File: config.mk
export PLATFORM = sky130hd
export DESIGN_NAME = tdb_bridge
export DESIGN_NICKNAME = d
export VERILOG_FILES = /design/src/design/tdb_pkg.sv /design/src/design/tdb_bridge.sv
export SDC_FILE = /design/constraint.sdc
export NUM_CORES = 1
export LEC_CHECK = 0
export ABC_AREA = 1
export ABC_CLOCK_PERIOD_IN_PS = 1300
export BUFFER_PORTS_ARGS = -buffer_cell sky130_fd_sc_hd__buf_4
export CAP_MARGIN = 10
export CORE_ASPECT_RATIO = 1.2
export CORE_UTILIZATION = 48
export DETAILED_ROUTE_END_ITERATION = 7
export GPL_ROUTABILITY_DRIVEN = 0
export PLACE_DENSITY = 0.76
export SKIP_CTS_REPAIR_TIMING = 1
export SLEW_MARGIN = 30
export SYNTH_ARGS = -nofsm -noshare
export SYNTH_HDL_FRONTEND = slang
export SYNTH_SLANG_ARGS = --single-unit
export TNS_END_PERCENT = 100
File: constraint.sdc
create_clock -name i_clock -period 1.3 [get_ports i_clock]
set_clock_uncertainty 0.05 [all_clocks]
set_input_delay 0.26 -clock i_clock [delete_from_list [all_inputs] [get_ports i_clock]]
set_output_delay 0.26 -clock i_clock [all_outputs]
set_load 0.03 [all_outputs]
File: src/design/tdb_pkg.sv
// shared constants and types for the tape drive dma bridge
package tdb_pkg;
	// ==========================================================
	// register bus geometry
	localparam int TDB_AW = 8;
	localparam logic [7:0] TDB_ADDR_CTRL = 8'h00;
	localparam logic [7:0] TDB_ADDR_STAT = 8'h04;
	localparam logic [7:0] TDB_ADDR_CMD = 8'h08;
	localparam logic [7:0] TDB_ADDR_IRQ = 8'h0C;
	localparam logic [7:0] TDB_ADDR_CNT = 8'h10;
	localparam logic [1:0] TDB_RESP_OKAY = 2'h0;
	localparam logic [1:0] TDB_RESP_SLVERR = 2'h2;
	// ==========================================================
	// drive control register fields
	localparam int TDB_CTL_W = 4;
	localparam int TDB_CTL_DRIVE_CTL_A = 0;
	localparam int TDB_CTL_RESET = 1;
	localparam logic [3:0] TDB_CTL_RST_VAL = 4'h0;
	// ==========================================================
	// synchroniser vector layout: data byte then control lines
	localparam int TDB_SY_W = 12;
	localparam int TDB_SY_ACK = 8;
	localparam int TDB_SY_RDY = 9;
	localparam int TDB_SY_EXC = 10;
	localparam int TDB_SY_DIR = 11;
	localparam logic [11:0] TDB_SY_RST_VAL = 12'hF00;
	// ==========================================================
	// command decode and block geometry
	localparam logic [7:0] TDB_CMD_WRITE = 8'h40;
	localparam logic [7:0] TDB_CMD_READ = 8'h80;
	localparam int TDB_BLOCK_BYTES = 512;
	localparam logic [7:0] TDB_LAST_WORD = 8'hFF;
	localparam logic [7:0] TDB_MAX_BLOCKS = 8'hFA;
	// ==========================================================
	// modes and state machines
	typedef enum logic [1:0] {
		TDB_MODE_NONE = 2'b00,
		TDB_MODE_WR = 2'b01,
		TDB_MODE_RD = 2'b10
	} tdb_mode_t;
	typedef enum logic [1:0] {
		TDB_RQ_IDLE = 2'b00,
		TDB_RQ_ASSERT = 2'b01,
		TDB_RQ_RELEASE = 2'b10
	} tdb_rq_t;
	typedef enum logic [1:0] {
		TDB_XF_IDLE = 2'b00,
		TDB_XF_DRQ = 2'b01,
		TDB_XF_STB = 2'b10,
		TDB_XF_REL = 2'b11
	} tdb_xf_t;
endpackage

File: src/design/tdb_bridge.sv
// tape drive dma bridge: register slave, command request, byte/word data path
//
// The AXI4-Lite interface to the registers and the address map are this design's own decisions.
`timescale 1ns/1ps
`default_nettype none
// Contract
// - control register low nibble drives drive_ctl_a, reset
// - drive_ctl_a held low during data operations
// - control bit drives active-low drive reset
// - status low nibble returns control register
// - status high nibble returns synced drive lines
// - direction low drive-to-host, high host-to-drive
// - drive inputs pass two-flop synchroniser first
// - request generator times command, raises interrupt
// - command decode gated by request phase
// - mode and direction give read/write enables
// - write: dma request, latch low, high, repeat
// - terminal count blocks requests, clears mode
// - read: collect word then raise dma request
// - byte pointer fills latches; iord enables output
// - sixteen-bit host words, eight-bit drive bytes
// - blocks of 512 bytes, 256 words
// - one command moves 1 to 250 blocks
// - both read bytes presented as one word
// - write latches driven only when direction writes
// - interrupt acknowledge access clears pending interrupt
// - exception during command raises interrupt
module tdb_bridge
	import tdb_pkg::*;
(
	// clock and reset
	input wire logic i_clock,
	input wire logic i_rst,
	// axi4-lite write address and data
	input wire logic i_s_axi_awvalid,
	output logic o_s_axi_awready,
	input wire logic [TDB_AW-1:0] i_s_axi_awaddr,
	input wire logic i_s_axi_wvalid,
	output logic o_s_axi_wready,
	input wire logic [31:0] i_s_axi_wdata,
	input wire logic [3:0] i_s_axi_wstrb,
	// axi4-lite write response
	output logic o_s_axi_bvalid,
	input wire logic i_s_axi_bready,
	output logic [1:0] o_s_axi_bresp,
	// axi4-lite read
	input wire logic i_s_axi_arvalid,
	output logic o_s_axi_arready,
	input wire logic [TDB_AW-1:0] i_s_axi_araddr,
	output logic o_s_axi_rvalid,
	input wire logic i_s_axi_rready,
	output logic [31:0] o_s_axi_rdata,
	output logic [1:0] o_s_axi_rresp,
	// host dma channel
	output logic o_dma_req,
	input wire logic i_dma_ack,
	input wire logic i_dma_tc,
	input wire logic i_dma_iord,
	input wire logic [15:0] i_dma_wdata,
	output logic [15:0] o_dma_rdata,
	// host interrupt
	output logic o_irq,
	// drive data bus, two-way
	input wire logic [7:0] i_drive_data,
	output logic [7:0] o_drive_data,
	output logic o_drive_data_oe_n,
	// drive control lines
	output logic o_drive_drive_ctl_a_n,
	output logic o_drive_reset_n,
	output logic o_drive_xfer_strobe_n,
	output logic o_drive_cmd_req_n,
	// drive status lines, asynchronous
	input wire logic i_drive_ack_n,
	input wire logic i_drive_ready_n,
	input wire logic i_drive_exception_n,
	input wire logic i_drive_direction_n
);
	// ==========================================================
	// input synchroniser
	logic [TDB_SY_W-1:0] sy_meta_r; // first stage, read only by second
	logic [TDB_SY_W-1:0] sy_r; // second stage
	// two flops before anything looks at a drive line
	always_ff @(posedge i_clock)
	begin
		if (i_rst)
		begin
			sy_meta_r <= TDB_SY_RST_VAL;
			sy_r <= TDB_SY_RST_VAL;
		end
		else
		begin
			sy_meta_r <= {i_drive_direction_n, i_drive_exception_n,
				i_drive_ready_n, i_drive_ack_n, i_drive_data};
			sy_r <= sy_meta_r;
		end
	end
	wire logic ack_synced_n = sy_r[TDB_SY_ACK];
	wire logic ready_synced_n = sy_r[TDB_SY_RDY];
	wire logic exc_synced_n = sy_r[TDB_SY_EXC];
	wire logic direction_synced_n = sy_r[TDB_SY_DIR];
	wire logic [7:0] drive_byte = sy_r[7:0];

	// ==========================================================
	// axi4-lite write channel
	logic aw_got_r; // address held
	logic w_got_r; // data held
	logic [TDB_AW-1:0] aw_addr_r;
	logic [7:0] w_byte_r; // only the low lane matters here
	logic w_lane0_r;
	logic awready_r;
	logic wready_r;
	logic bvalid_r;
	logic [1:0] bresp_r;
	wire logic aw_hs = i_s_axi_awvalid & awready_r;
	wire logic w_hs = i_s_axi_wvalid & wready_r;
	// commit only from held copies, so aw and w may come in any order
	wire logic wr_fire = aw_got_r & w_got_r & ~bvalid_r;
	wire logic aw_got_nxt = (aw_got_r | aw_hs) & ~wr_fire;
	wire logic w_got_nxt = (w_got_r | w_hs) & ~wr_fire;
	wire logic bvalid_nxt = wr_fire | (bvalid_r & ~i_s_axi_bready);
	wire logic [7:0] wa = {aw_addr_r[TDB_AW-1:2], 2'b00};
	wire logic wsel_ctl = (wa == TDB_ADDR_CTRL);
	wire logic wsel_cmd = (wa == TDB_ADDR_CMD);
	wire logic wsel_irq = (wa == TDB_ADDR_IRQ);
	wire logic wsel_ro = (wa == TDB_ADDR_STAT) | (wa == TDB_ADDR_CNT);
	wire logic wsel_ok = wsel_ctl | wsel_cmd | wsel_irq | wsel_ro;
	// handshakes and response
	always_ff @(posedge i_clock)
	begin
		if (i_rst)
		begin
			aw_got_r <= 1'b0;
			w_got_r <= 1'b0;
			aw_addr_r <= '0;
			w_byte_r <= 8'h00;
			w_lane0_r <= 1'b0;
			awready_r <= 1'b0;
			wready_r <= 1'b0;
			bvalid_r <= 1'b0;
			bresp_r <= TDB_RESP_OKAY;
		end
		else
		begin
			aw_got_r <= aw_got_nxt;
			w_got_r <= w_got_nxt;
			awready_r <= ~aw_got_nxt & ~bvalid_nxt;
			wready_r <= ~w_got_nxt & ~bvalid_nxt;
			bvalid_r <= bvalid_nxt;
			if (aw_hs)
				aw_addr_r <= i_s_axi_awaddr;
			if (w_hs)
			begin
				w_byte_r <= i_s_axi_wdata[7:0];
				w_lane0_r <= i_s_axi_wstrb[0];
			end
			if (wr_fire)
				bresp_r <= wsel_ok ? TDB_RESP_OKAY : TDB_RESP_SLVERR;
		end
	end

	// ==========================================================
	// control, command and interrupt state
	logic [TDB_CTL_W-1:0] ctl_r; // drive control register
	logic [7:0] cmd_r; // last command byte
	tdb_mode_t data_mode_sel;
	tdb_rq_t rq_r;
	tdb_xf_t xf_r;
	tdb_xf_t xf_nxt;
	logic irq_pend_r;
	logic exc_prev_r;
	logic tc_seen_r; // terminal count arrived with the last word
	logic ptr_r; // byte pointer, 0 low, 1 high
	logic [7:0] wlo_r, whi_r, rlo_r, rhi_r;
	logic [7:0] word_cnt_r;
	logic [7:0] block_cnt_r;
	// a command is accepted only when no command or data phase runs
	wire logic cmd_idle = (rq_r == TDB_RQ_IDLE) & (data_mode_sel == TDB_MODE_NONE);
	wire logic wr_ctl = wr_fire & wsel_ctl & w_lane0_r;
	wire logic wr_cmd = wr_fire & wsel_cmd & w_lane0_r & cmd_idle;
	wire logic irq_ack_access = wr_fire & wsel_irq;
	// request generator: hold request until ready, then release
	wire logic write_request = (rq_r == TDB_RQ_ASSERT);
	wire logic rq_take = write_request & ~ready_synced_n;
	wire logic rq_done = (rq_r == TDB_RQ_RELEASE) & ready_synced_n;
	// decode happens while the request phase is open
	wire tdb_mode_t cmd_mode = (cmd_r == TDB_CMD_WRITE) ? TDB_MODE_WR :
		(cmd_r == TDB_CMD_READ) ? TDB_MODE_RD : TDB_MODE_NONE;
	wire tdb_rq_t rq_nxt = wr_cmd ? TDB_RQ_ASSERT :
		rq_take ? TDB_RQ_RELEASE :
		rq_done ? TDB_RQ_IDLE : rq_r;
	// enables come from mode and synced direction together
	wire logic write_op_en = (data_mode_sel == TDB_MODE_WR) & direction_synced_n;
	wire logic read_op_en = (data_mode_sel == TDB_MODE_RD) & ~direction_synced_n;
	wire logic in_wr = (data_mode_sel == TDB_MODE_WR);
	wire logic dack_hit = (xf_r == TDB_XF_DRQ) & i_dma_ack;
	wire logic write_low_latch_en = dack_hit & in_wr;
	wire logic write_high_latch_en = dack_hit & in_wr;
	wire logic byte_acked = (xf_r == TDB_XF_REL) & ack_synced_n;
	wire logic read_low_byte_clk = (xf_r == TDB_XF_STB) & ~ack_synced_n & ~in_wr & ~ptr_r;
	wire logic read_high_byte_clk = (xf_r == TDB_XF_STB) & ~ack_synced_n & ~in_wr & ptr_r;
	// end of operation: after tc, a write finishes its word, a read its dack
	wire logic data_mode_abort = (byte_acked & ptr_r & in_wr & tc_seen_r) |
		(dack_hit & ~in_wr & i_dma_tc);
	wire logic write_dma_req_block_n = ~(in_wr & tc_seen_r);
	wire logic read_dma_req_block_n = ~(~in_wr & data_mode_abort);
	wire logic cmd_active = ~cmd_idle;
	wire logic exc_fall = exc_prev_r & ~exc_synced_n;
	wire logic irq_set = (rq_done & (cmd_mode == TDB_MODE_NONE)) | data_mode_abort |
		(exc_fall & cmd_active);
	wire logic word_done = dack_hit;
	wire logic block_wrap = word_done & (word_cnt_r == TDB_LAST_WORD);

	// data state machine, shared by both directions
	always_comb
	begin
		xf_nxt = xf_r;
		unique case (xf_r)
			TDB_XF_IDLE:
			begin
				if (write_op_en)
					xf_nxt = TDB_XF_DRQ;
				else if (read_op_en)
					xf_nxt = TDB_XF_STB;
			end
			TDB_XF_DRQ:
			begin
				// a write sends the word, a read waits for the next word
				if (dack_hit)
					xf_nxt = data_mode_abort ? TDB_XF_IDLE : TDB_XF_STB;
			end
			TDB_XF_STB:
			begin
				if (~ack_synced_n)
					xf_nxt = TDB_XF_REL;
			end
			TDB_XF_REL:
			begin
				if (byte_acked & ~ptr_r)
					xf_nxt = TDB_XF_STB;
				else if (byte_acked & data_mode_abort)
					xf_nxt = TDB_XF_IDLE;
				else if (byte_acked)
					xf_nxt = TDB_XF_DRQ;
			end
		endcase
	end
	wire logic dma_req_nxt = (xf_nxt == TDB_XF_DRQ) & write_dma_req_block_n &
		read_dma_req_block_n;

	// control register and command byte
	always_ff @(posedge i_clock)
	begin
		if (i_rst)
		begin
			ctl_r <= TDB_CTL_RST_VAL;
			cmd_r <= 8'h00;
		end
		else
		begin
			if (wr_ctl)
				ctl_r <= w_byte_r[TDB_CTL_W-1:0];
			if (wr_cmd)
				cmd_r <= w_byte_r;
		end
	end

	// request generator, mode and interrupt; set wins over ack
	always_ff @(posedge i_clock)
	begin
		if (i_rst)
		begin
			rq_r <= TDB_RQ_IDLE;
			data_mode_sel <= TDB_MODE_NONE;
			irq_pend_r <= 1'b0;
			exc_prev_r <= 1'b1;
		end
		else
		begin
			rq_r <= rq_nxt;
			exc_prev_r <= exc_synced_n;
			irq_pend_r <= irq_set | (irq_pend_r & ~irq_ack_access);
			if (data_mode_abort)
				data_mode_sel <= TDB_MODE_NONE;
			else if (rq_take)
				data_mode_sel <= cmd_mode;
		end
	end

	// data path state, pointer and latches
	always_ff @(posedge i_clock)
	begin
		if (i_rst)
		begin
			xf_r <= TDB_XF_IDLE;
			ptr_r <= 1'b0;
			tc_seen_r <= 1'b0;
			wlo_r <= 8'h00;
			whi_r <= 8'h00;
			rlo_r <= 8'h00;
			rhi_r <= 8'h00;
		end
		else
		begin
			xf_r <= xf_nxt;
			if (xf_r == TDB_XF_IDLE)
				ptr_r <= 1'b0;
			else if (byte_acked)
				ptr_r <= ~ptr_r;
			if (wr_cmd)
				tc_seen_r <= 1'b0;
			else if (write_low_latch_en)
				tc_seen_r <= i_dma_tc;
			if (write_low_latch_en)
				wlo_r <= i_dma_wdata[7:0];
			if (write_high_latch_en)
				whi_r <= i_dma_wdata[15:8];
			if (read_low_byte_clk)
				rlo_r <= drive_byte;
			if (read_high_byte_clk)
				rhi_r <= drive_byte;
		end
	end

	// word and block counters, cleared by each new command
	always_ff @(posedge i_clock)
	begin
		if (i_rst | wr_cmd)
		begin
			word_cnt_r <= 8'h00;
			block_cnt_r <= 8'h00;
		end
		else
		begin
			if (word_done)
				word_cnt_r <= word_cnt_r + 8'h01;
			if (block_wrap & (block_cnt_r != TDB_MAX_BLOCKS))
				block_cnt_r <= block_cnt_r + 8'h01;
		end
	end

	// ==========================================================
	// axi4-lite read channel
	logic arready_r;
	logic rvalid_r;
	logic [31:0] rdata_r;
	logic [1:0] rresp_r;
	wire logic ar_hs = i_s_axi_arvalid & arready_r;
	wire logic rvalid_nxt = ar_hs | (rvalid_r & ~i_s_axi_rready);
	wire logic [7:0] ra = {i_s_axi_araddr[TDB_AW-1:2], 2'b00};
	wire logic [7:0] stat_byte = {direction_synced_n, exc_synced_n, ready_synced_n,
		ack_synced_n, ctl_r};
	wire logic rsel_ok = (ra == TDB_ADDR_CTRL) | (ra == TDB_ADDR_STAT) |
		(ra == TDB_ADDR_CMD) | (ra == TDB_ADDR_IRQ) | (ra == TDB_ADDR_CNT);
	wire logic [31:0] rd_word = (ra == TDB_ADDR_CTRL) ? {28'h0000000, ctl_r} :
		(ra == TDB_ADDR_STAT) ? {24'h000000, stat_byte} :
		(ra == TDB_ADDR_CMD) ? {24'h000000, cmd_r} :
		(ra == TDB_ADDR_IRQ) ? {31'h00000000, irq_pend_r} :
		(ra == TDB_ADDR_CNT) ? {16'h0000, block_cnt_r, word_cnt_r} : 32'h00000000;
	// read data is captured when the address is taken
	always_ff @(posedge i_clock)
	begin
		if (i_rst)
		begin
			arready_r <= 1'b0;
			rvalid_r <= 1'b0;
			rdata_r <= 32'h00000000;
			rresp_r <= TDB_RESP_OKAY;
		end
		else
		begin
			arready_r <= ~rvalid_nxt;
			rvalid_r <= rvalid_nxt;
			if (ar_hs)
			begin
				rdata_r <= rd_word;
				rresp_r <= rsel_ok ? TDB_RESP_OKAY : TDB_RESP_SLVERR;
			end
		end
	end

	// ==========================================================
	// registered outputs toward drive and dma
	logic drive_ctl_a_n_r, reset_n_r, strobe_n_r, req_n_r, oe_n_r, dma_req_r;
	logic [7:0] dout_r;
	logic [15:0] dma_rdata_r;
	// drive strobe trails the state by one cycle; ack is awaited anyway
	always_ff @(posedge i_clock)
	begin
		if (i_rst)
		begin
			drive_ctl_a_n_r <= 1'b1;
			reset_n_r <= 1'b1;
			strobe_n_r <= 1'b1;
			req_n_r <= 1'b1;
			oe_n_r <= 1'b1;
			dout_r <= 8'h00;
			dma_req_r <= 1'b0;
			dma_rdata_r <= 16'h0000;
		end
		else
		begin
			drive_ctl_a_n_r <= ~(ctl_r[TDB_CTL_DRIVE_CTL_A] | (data_mode_sel != TDB_MODE_NONE));
			reset_n_r <= ~ctl_r[TDB_CTL_RESET];
			strobe_n_r <= ~(xf_r == TDB_XF_STB);
			req_n_r <= ~write_request;
			oe_n_r <= ~(write_request | (in_wr & direction_synced_n & xf_r[1]));
			dout_r <= write_request ? cmd_r : (ptr_r ? whi_r : wlo_r);
			dma_req_r <= dma_req_nxt;
			// word leaves only under the dma read strobe
			dma_rdata_r <= (dack_hit & i_dma_iord & ~in_wr) ? {rhi_r, rlo_r} : 16'h0000;
		end
	end
	assign o_s_axi_awready = awready_r;
	assign o_s_axi_wready = wready_r;
	assign o_s_axi_bvalid = bvalid_r;
	assign o_s_axi_bresp = bresp_r;
	assign o_s_axi_arready = arready_r;
	assign o_s_axi_rvalid = rvalid_r;
	assign o_s_axi_rdata = rdata_r;
	assign o_s_axi_rresp = rresp_r;
	assign o_dma_req = dma_req_r;
	assign o_dma_rdata = dma_rdata_r;
	assign o_irq = irq_pend_r;
	assign o_drive_data = dout_r;
	assign o_drive_data_oe_n = oe_n_r;
	assign o_drive_drive_ctl_a_n = drive_ctl_a_n_r;
	assign o_drive_reset_n = reset_n_r;
	assign o_drive_xfer_strobe_n = strobe_n_r;
	assign o_drive_cmd_req_n = req_n_r;
endmodule // tdb_bridge
`default_nettype wire

==> reports/summary.md, run 1 <==
The clock net in this run drives a total of 164 sinks. Global routing met2 resource utilization: 0.394. For the worst setup path, the data arrival time is 1.72 ns.

The final non-filler cell total came out at 1195. The layout net count came out at 1107. After global routing, the most crowded layer is met2.

The first-pass GRT wire length is 23.6 mm. The dominant register cell in the synthesized netlist was sky130_fd_sc_hd__dfxtp_1. The run gives 6 as the hold violation total from the final report. The share of synthesized flip-flops with an asynchronous set or reset was 0; the post-CTS clock slew at the launch and capture registers of the worst setup and hold paths was 0.07 ns. The detail route stage leaves a number of antenna-violating nets equal to 0. The tools report the row count as 46.

The number of global-route vias before repair was 5298; the sequential area share after synthesis was 0.501. CTS placed an instance of sky130_fd_sc_hd__clkbuf_16 at the clock tree root. The run gives 0 as the initial antenna violation count. The power per unit of standard cell area was 1220 mW/mm².

In the post-synthesis netlist, the biggest area contributors are sky130_fd_sc_hd__dfxtp_1, sky130_fd_sc_hd__nor2_1, sky130_fd_sc_hd__nand2_1, sky130_fd_sc_hd__o21ai_0, sky130_fd_sc_hd__a21oi_1. The met1 routing resource usage after global routing is 0.238. The pre-CTS worst setup slack is -0.162 ns. The final reports fail on negative hold slack, negative setup slack. The placed cell count was 1134; the number of primary I/O pins was 162.

Yosys warning count: 0. The run gives 0.215 as the total routing resource utilization after global routing. In the layout the commonest cells are sky130_fd_sc_hd__buf_4, sky130_fd_sc_hd__dfxtp_1, sky130_fd_sc_hd__nor2_1. The multiplexer area fraction after synthesis works out to 0. In this run the worst path has a maximum fanout of 8. Yosys mapped a number of flops with a built-in enable equal to 0. For the core footprint, the log shows 0.0133 mm². The largest family of logic cells by synthesized area is simple AND/OR/NAND/NOR gates.

The clock reaches the later pin of the worst-skew pair after 0.43 ns. The met3 layer usage reported by global route is 0.0365, and the mean number of vias per cell is 5.06. In this run the tool buffered the top-level ports with 112 buffer cells. The class of the tightest hold or removal check was in -> reg.

After detailed routing, the average wire length per cell comes to 13.9 µm. Data on the critical path is required at its endpoint by 1.60 ns. The count of maximum capacitance violations is 0, and the total length of routed wires is 16.7 mm. The adder-cell area share of the yosys netlist was 0.00573.

For this run, design rule violations remaining after detail routing come to 0. In this run the cell area of the synthesized design comes to 0.00656 mm². For the fmax, the log shows 708 MHz. In this run the deepest clock path goes through 2 buffers. For this design the static power due to leakage is 0.00388 µW. The worst setup path is captured at a register. Setup violations remaining at the end of the flow were counted as 49.

The pre-antenna-repair detailed-routing pass consisted of 7 iterations. IR analysis of the VDD net gives a maximum drop of 0.746 mV. The critical path in this run is classified as reg -> reg. The share of the synthesized netlist area taken by xor and xnor gates is 0.00935, and the half-perimeter wire length after detailed placement is 10.7 mm. The minimum clock period after layout came out at 1.41 ns.

The remaining global-route overflow was 0. The area growth from synthesis to layout is 40.6%. From bottom edge to top edge, the die measures 130 µm.

The pin count of the biggest net entering global routing was 49. The fraction of the cycle the final worst path needs is 1.09, and the number of fillers in the final layout is 1017. The logs give -0.0206 ns for the worst hold margin and 11300 µW for the total power of the final layout. The average cell area after synthesis is 7.93 µm². The flop and latch count out of synthesis is 164.

The area of the die was 0.0141 mm²; the proportion of netlist area held by the largest area contributor was 0.501. The complex-gate fraction of the synthesized area works out to 0.124. Minimum setup slack in the final design: -0.112 ns.

The basic-gate share of the synthesized area counting and, or, nand and nor cells came out at 0.259. Buffers inserted during clock tree synthesis total 17. The slowest stage of the critical path is the sky130_fd_sc_hd__dfxtp_4 cell. In this run the horizontal extent of the chip is 109 µm. For this block, the via count after detailed routing is 6051.

The effective utilization at floorplan was 0.493. STA classifies the critical path startpoint as a register. The most common cell after layout, fill and taps aside was sky130_fd_sc_hd__buf_4.

The instance area after placement is 0.00785 mm², and the highest cell delay on the worst timing path is 0.37 ns. The flow ran to the end, but the final reports show violations. Setup repair after global routing could not meet its margin everywhere. Layout cell share with drive strength beyond 1: 0.352. The detailed router finished its first iteration with 337 violations. The tools report the number of antenna diodes as 0. The deepest level of the CTS H-tree came out at 4.

The synthesized netlist contains 43 unique library cells. The number of instances in the synthesized netlist came out at 827. TritonCTS built the clock tree. The signal on the critical path passes through buf_6, nor2_4, nand2_4, nor2_8, buf_12, o21ai_2, nor2_1. After routing the design area is 0.00922 mm². Max-slew violation total from the final report: 0.

The largest area contributor in the netlist is sky130_fd_sc_hd__dfxtp_1.
## registers in the layout, summed over array words and instances, names as in the netlist, 12 cells and up
signal / cells
sy_r: 12
o_dma_rdata: 16
o_s_axi_rdata: 16
sy_meta_r: 12
## cells in the mapped netlist (all sizes together), types with 11 or more instances
library cell,number
clkbuf,14
buf,37
nor3,11
a31oi,19
o21ai,74
inv,79
a21oi,58
nand4,11
nand3,41
nand2,117
nor2,169
dfxtp,164
## routing by layer
layer | share of wire | vias to the layer above
li1 | - | 3014
met1 | 0.40 | 2788
met2 | 0.53 | 207
met3 | 0.046 | 42
met4 | 0.030 | 0
met5 | 0 | -
## cell families after synthesis
logic type | count (synthesis)
xor+xnor | 7
compound gates | 155
flops | 164
simple gates | 365
other cells | 1
fa+ha+maj | 3
buf+inv | 132
## worst max-delay path: cells and delay by family, from the launching register on
| family | cells | cell delay (ns) |
|---|---|---|
| flip-flops | 1 | 0.37 |
| buffers and inverters | 2 | 0.28 |
| AND/OR/NAND/NOR | 4 | 0.58 |
| AO/OA/AOI/OAI | 1 | 0.06 |
## through the flow
| step | setup TNS (ns) | util |
|---|---|---|
| after floorplan | -0.0356 | - |
| after global placement | -3.83 | 0.590 |
| after detailed placement | -7.25 | 0.590 |
| after CTS | -8.07 | 0.635 |
| after global routing | -6.85 | 0.694 |
| final | -2.71 | 0.694 |
## where the power goes
part | total, µW | switching (µW) | internal, µW
logic | 965 | 559 | 406
clock network | 5100 | 2330 | 2770
registers | 5220 | 87.6 | 5130
total | 11300 | 2980 | 8310
## layout make-up
class                   instances  area, µm²  share of cell area
repair buffers                198       1660               0.180
flip-flops and latches        164       3320               0.360
inverters                      81        319              0.0346
clock buffers                  17        425              0.0461
well taps                     168        210              0.0228
clock inverters                15        170              0.0185
multi-input cells             552       3120               0.338
## path summary, 6_finish.rpt
check                                startpoint            to  slack, ns  cells after the start
worst max-delay path                    xf_r[1]      whi_r[4]      -0.11                      7
worst min-delay path            i_drive_data[2]  sy_meta_r[2]      -0.02                      3
worst max register to register          xf_r[1]      whi_r[4]      -0.11                      7
worst min register to register     sy_meta_r[1]       sy_r[1]       0.35                      2
No activity file was read; power rests on OpenSTA's default activity.
==> run 2, diff against run 1 <==
--- a/config.mk
+++ b/config.mk
@@ -9,7 +9,7 @@
 export ABC_CLOCK_PERIOD_IN_PS = 1300
 export BUFFER_PORTS_ARGS = -buffer_cell sky130_fd_sc_hd__buf_4
 export CAP_MARGIN = 10
-export CORE_ASPECT_RATIO = 1.2
+export CORE_ASPECT_RATIO = 2
 export CORE_UTILIZATION = 48
 export DETAILED_ROUTE_END_ITERATION = 7
 export GPL_ROUTABILITY_DRIVEN = 0
==> reports/summary.md, run 2 (synthesized netlist as in run 1, its figures left out) <==
VDD sags by at most 1.03 mV. The die covers 0.0142 mm². During placement, the flow inserted port buffers numbering 112.

Worst endpoint data arrival time: 1.63 ns. TritonCTS built the clock tree. The tool flagged a number of max-cap violations equal to 0. The minimum setup slack in the final design is -0.0674 ns. Post-route cell area: 0.00900 mm². Effective utilization at floorplan: 0.491. The detailed router finished its first iteration with 308 violations.

The area occupied by multi-input gates was 0.00293 mm²; the via count was 6012. The clock reaches the later pin of the worst-skew pair after 0.42 ns. Summing all flip-flop and latch instances after layout gives 0.00331 mm². Clock root buffer master: sky130_fd_sc_hd__clkbuf_16.

By startpoint and endpoint, the worst setup path is classified as reg -> reg. The number of sinks driven by the clock tree was 164; the number of global-route vias before repair was 5553. The largest fanout of any net on the critical path is 5. The run gives 3 as the count of unresolved DRC violations after routing.

The floorplan die height works out to 167 µm. The path class of the tightest hold or removal check is in -> reg. The tools report the type of destination of the critical path as a register.

Clock tree synthesis inserted a total of 17 buffers. Compared with the post-synthesis result, the final layout area differs by 37.3%. The number of antenna diodes in the final layout is 0. Setup repair after global routing could not meet its margin everywhere. For the worst hold margin, the log shows -0.0127 ns. For the deepest level of the CTS H-tree, the log shows 4. The detail route stage leaves a number of antenna-violating nets equal to 0.

Counting along the longest clock path gives a buffer depth of 2. The tools report the layout net count as 1106. The minimum clock period after layout came out at 1.37 ns. Hold violation total from the final report: 8. Entering global routing, the biggest net connects 30 pins.

The flow ran to the end, but the final reports show violations. The post-CTS clock slew at the launch and capture registers of the worst setup and hold paths came out at 0.07 ns. The total routing resource utilization after global routing was 0.226; the max-slew violation total from the final report was 0. The tools report the core footprint as 0.0134 mm².

The row count was 60. The first TritonRoute pass finished after 8 iterations. Static timing analysis puts the maximum clock frequency at 731 MHz.

The tools report the required time of the worst setup path as 1.57 ns. The half-perimeter wire length after detailed placement was 11.5 mm; the mean number of vias per cell was 5.09. After detailed placement, the total cell area comes to 0.00797 mm². The analysis attributes to cell leakage a power of 0.00384 µW. The layout cell share with drive strength beyond 1 came out at 0.338. The remaining global-route overflow came out at 0.

The first global-routing pass estimated 25.1 mm of wire. The power per unit of standard cell area is 1240 mW/mm², and the number of fillers in the final layout is 1071. The tools report the category of the worst setup path launch point as a register. The total length of routed wires was 16.4 mm; the number of endpoints failing setup at the final stage was 27. For the number of primary I/O pins, the log shows 162.

In the final routed layout, each cell accounts on average for 13.9 µm. Leaving out fill and tap cells, the most frequent cell in the layout is sky130_fd_sc_hd__buf_4. The die width was 84.6 µm. The checks that failed: design-rule violations, negative hold slack, negative setup slack. The initial antenna violation count was 0. The fraction of the cycle the final worst path needs was 1.05. In the layout the commonest cells are sky130_fd_sc_hd__buf_4, sky130_fd_sc_hd__dfxtp_1, sky130_fd_sc_hd__nor2_1.
==> run 2: power by group <==
group	internal (µW)	total [µW]	switching (µW)	leakage [µW]
Combinational	399	937	538	0.00220
Clock	2630	5040	2410	0.000300
Sequential	5140	5220	87.3	0.00134
Total	8170	11200	3030	0.00384
==> run 2: metrics by stage <==
stage / setup TNS, ns / total power [µW] / cells / setup WS [ns] / utilization
6_report: -0.597 / 11200 / 1181 / -0.0674 / 0.673
5_1_grt: -4.71 / 11600 / 1181 / -0.136 / 0.673
4_1_cts: -7.84 / 11200 / 1168 / -0.224 / 0.643
3_5_place_dp: -6.62 / 6170 / 1136 / -0.150 / 0.596
3_3_place_gp: -4.27 / 6150 / 1136 / -0.115 / 0.596
2_1_floorplan: -0.0356 / 5840 / 844 / -0.00508 / -
==> run 2: metal layers <==
metal / global-route usage / vias up / part of all wire
met5: 0 / - / 0
met4: 0.149 / 0 / 0.052
met3: 0.0350 / 50 / 0.030
met2: 0.431 / 162 / 0.56
met1: 0.218 / 2792 / 0.36
li1: - / 3008 / -
==> run 2: final cells by class <==
| cell class | instances | area share |
|---|---|---|
| sequential | 164 | 0.368 |
| inverter | 81 | 0.0352 |
| clock buffer | 17 | 0.0473 |
| timing repair buffer | 200 | 0.181 |
| clock inverter | 15 | 0.0216 |
| tap | 155 | 0.0216 |
| multi-input combinational | 549 | 0.325 |
==> run 2: critical path: stages, from the launching register on <==
cell and delay [ns]:
sky130_fd_sc_hd__dfxtp_4 0.37, sky130_fd_sc_hd__buf_6 0.12, sky130_fd_sc_hd__nor2_4 0.10, sky130_fd_sc_hd__nand2_4 0.09, sky130_fd_sc_hd__buf_12 0.13, sky130_fd_sc_hd__nor2_4 0.15
sky130_fd_sc_hd__and3_4 0.20, sky130_fd_sc_hd__nor3_2 0.04
==> run 2: worst paths after layout <==
check	startpoint	to	slack [ns]	depth (start not counted)
setup / recovery	xf_r[1]	word_cnt_r[7]	-0.07	7
hold / removal	i_drive_data[2]	sy_meta_r[2]	-0.01	3
setup reg to reg	xf_r[1]	word_cnt_r[7]	-0.07	7
hold reg to reg	sy_meta_r[6]	sy_r[6]	0.35	2
==> run 3, diff against run 2 <==
--- a/config.mk
+++ b/config.mk
@@ -6,11 +6,11 @@
 export NUM_CORES = 1
 export LEC_CHECK = 0
 export ABC_AREA = 1
-export ABC_CLOCK_PERIOD_IN_PS = 1300
+export ABC_CLOCK_PERIOD_IN_PS = 1700
 export BUFFER_PORTS_ARGS = -buffer_cell sky130_fd_sc_hd__buf_4
 export CAP_MARGIN = 10
 export CORE_ASPECT_RATIO = 2
-export CORE_UTILIZATION = 48
+export CORE_UTILIZATION = 50
 export DETAILED_ROUTE_END_ITERATION = 7
 export GPL_ROUTABILITY_DRIVEN = 0
 export PLACE_DENSITY = 0.76
==> constraint.sdc (replaced) <==
create_clock -name i_clock -period 1.7 [get_ports i_clock]
set_clock_uncertainty 0.05 [all_clocks]
set_input_delay 0.34 -clock i_clock [delete_from_list [all_inputs] [get_ports i_clock]]
set_output_delay 0.34 -clock i_clock [all_outputs]
set_load 0.03 [all_outputs]
==> reports/summary.md, run 3 (synthesized netlist as in run 1, its figures left out) <==
The run finished with clean final reports. Excluding fillers, the count of instances in the completed layout stands at 1108. The region available for standard cell placement spans 0.0127 mm².

The category of the worst setup path launch point is a register. The detailed-route wire length per cell is 13.3 µm, and the buffer and inverter count on the worst path is 1. The die covers 0.0136 mm². The tools report the effective utilization at floorplan as 0.516. The highest cell delay on the worst timing path is 0.51 ns.

The clock root buffer master is sky130_fd_sc_hd__clkbuf_16. The clock share of power is 0.456, and the number of sinks driven by the clock tree is 164. Hold timing on the final database bottoms out at a slack of 0.0444 ns. The critical path goes through inv_6, nor3_4, nand3_2, o21ai_0, a21oi_1.

The net switching power figure is 2160 µW. The library cell contributing the largest single delay on the critical path is sky130_fd_sc_hd__dfxtp_1. Counting buffers and inverters, the worst setup path is 5 cells deep. Hold violation total from the final report: 0.

In this run the critical register-to-register path is captured at rhi_r[0]. The repair_antennas step left the layout with diodes totalling 0. The layout net count was 1038; the post-route cell area was 0.00809 mm². Entering global routing, the biggest net connects 37 pins. The proportion of total power due to net switching works out to 0.256. The number of buffers on the longest clock path was 2. The number of optimization iterations in the first detailed-route pass was 4.

The fmax is 631 MHz, and the number of nets still failing antenna checks after routing is 0. Detailed placement finished with a half-perimeter wire length of 10.7 mm. The fraction of the cycle the final worst path needs came out at 0.933.

In the layout the commonest cells are sky130_fd_sc_hd__dfxtp_1, sky130_fd_sc_hd__nor2_1, sky130_fd_sc_hd__buf_4. After clock tree synthesis, the clock-pin slew on the worst setup and hold paths is 0.07 ns. The die width works out to 83.0 µm.

OpenSTA, run right after detailed placement, puts the worst setup slack at 0.157 ns. The H-tree was split into 4 levels. By startpoint and endpoint, the worst setup path is classified as reg -> reg. The type of destination of the critical path was a register. The cell class contributing the biggest share of worst-path delay is flip-flops. The power per unit of standard cell area works out to 1040 mW/mm².

Sequential power share: 0.473. Setup repair after global routing could not meet its margin everywhere. After global routing the overflow that remains totals 0. For the max-slew violation total from the final report, the log shows 0.

The portion of total power attributed to combinational logic was 0.070. The setup check on the worst reg-to-reg path leaves a slack of 0.11 ns. Detailed routing inserted a total of 5544 vias. Once placement finished, the instance area stood at 0.00749 mm². For the row count, the log shows 58. The count of maximum capacitance violations was 0; the worst endpoint data arrival time was 1.84 ns.

The initial detailed-routing violation count is 323, and the number of buffers added by the clock tree synthesis step is 17. The class of the tightest hold or removal check was in -> reg. The number of placed instances, taps included, is 1076. The total routing resource utilization after global routing came out at 0.226. Internal power contribution: 6270 µW.

The tools report the setup total negative slack as 0 ns. After detailed routing, the number of vias per cell comes to 5.00. Across all setup checks in the final design, the least slack found is 0.114 ns. The total length of routed wires was 14.8 mm; the number of global-route vias before repair was 5329. The count of buffers added on input and output ports is 112. In the routed design, unresolved DRC markers number 0. The logs give 24.2 mm for the first-pass GRT wire length and 1160 for the number of fillers in the final layout.

The tools report the critical path startpoint as xf_r[1]. The tools report the number of primary I/O pins as 162. Along the worst path, the maximum fanout reaches 16.

Relative to the synthesized area, the layout overhead comes to 23.5%. TritonCTS built the clock tree. The number of endpoints failing setup at the final stage is 0, and the standby leakage power is 0.00344 µW. The worst-skew pair later-pin latency was 0.42 ns. The minimum clock period after layout was 1.59 ns. The layout cell share with drive strength beyond 1 came out at 0.221. The startpoint identified for the worst register-to-register timing path is xf_r[1]. The floorplan die height came out at 164 µm. For the initial antenna violation count, the log shows 0. The library cell used most frequently in the layout, excluding fill and tap cells, is sky130_fd_sc_hd__dfxtp_1. Capturing element of the worst setup path: rhi_r[0]. The peak supply drop is 0.924 mV, and the depth of the worst register-to-register path is 5. STA puts the critical path data required time at 1.95 ns.
## run 3: cell count changes in the layout (fill, tap and decap cells not counted), sizes merged
| cell | before | now |
|---|---|---|
| buf | 194 | 133 |
| bufinv | 0 | 1 |
| clkinv | 9 | 6 |
| clkinvlp | 0 | 2 |
| dlygate4sd3 | 6 | 0 |
| nand3 | 42 | 41 |
## run 3: per-stage QoR
step                power, µW   util
floorplan                4470      -
global placement         4650  0.589
detailed placement       4660  0.589
CTS                      8490  0.637
global route             8720  0.637
finish                   8420  0.637
## run 3: worst min-delay path by stage
stage | from | slack [ns] | to | depth (start not counted)
2_1_floorplan | ctl_r[1] | 0.33 | o_drive_reset_n | 1
3_3_place_gp | sy_meta_r[2] | 0.34 | sy_r[2] | 2
3_5_place_dp | sy_meta_r[5] | 0.35 | sy_r[5] | 2
6_report | i_drive_ack_n | 0.04 | sy_meta_r[8] | 2
4_1_cts | i_drive_ack_n | 0.03 | sy_meta_r[8] | 2
5_1_grt | i_drive_ack_n | 0.03 | sy_meta_r[8] | 2
## run 3: metal layers
metal | share of wire | vias to the layer above | track usage | routed length, µm
met5 | 0 | - | 0 | 0
met4 | 0.051 | 0 | 0.154 | 745
met3 | 0.034 | 36 | 0.0412 | 497
met2 | 0.56 | 136 | 0.433 | 8250
met1 | 0.36 | 2509 | 0.213 | 5260
li1 | - | 2863 | - | -
## run 3: cell type report
class,instances,area (µm²),area share
clock inverter,15,183,0.0226
tap,150,188,0.0232
clock buffer,17,425,0.0526
sequential,164,3280,0.406
timing repair buffer,133,1020,0.126
multi-input combinational,548,2680,0.331
inverter,81,314,0.0388
## run 3: power groups by stage
stage	clock, µW	combinational [µW]	sequential [µW]
after floorplan	0	381	4090
after global placement	0	584	4070
after detailed placement	0	591	4070
after CTS	3910	596	3980
after global routing	4070	656	4000
final	3850	594	3990
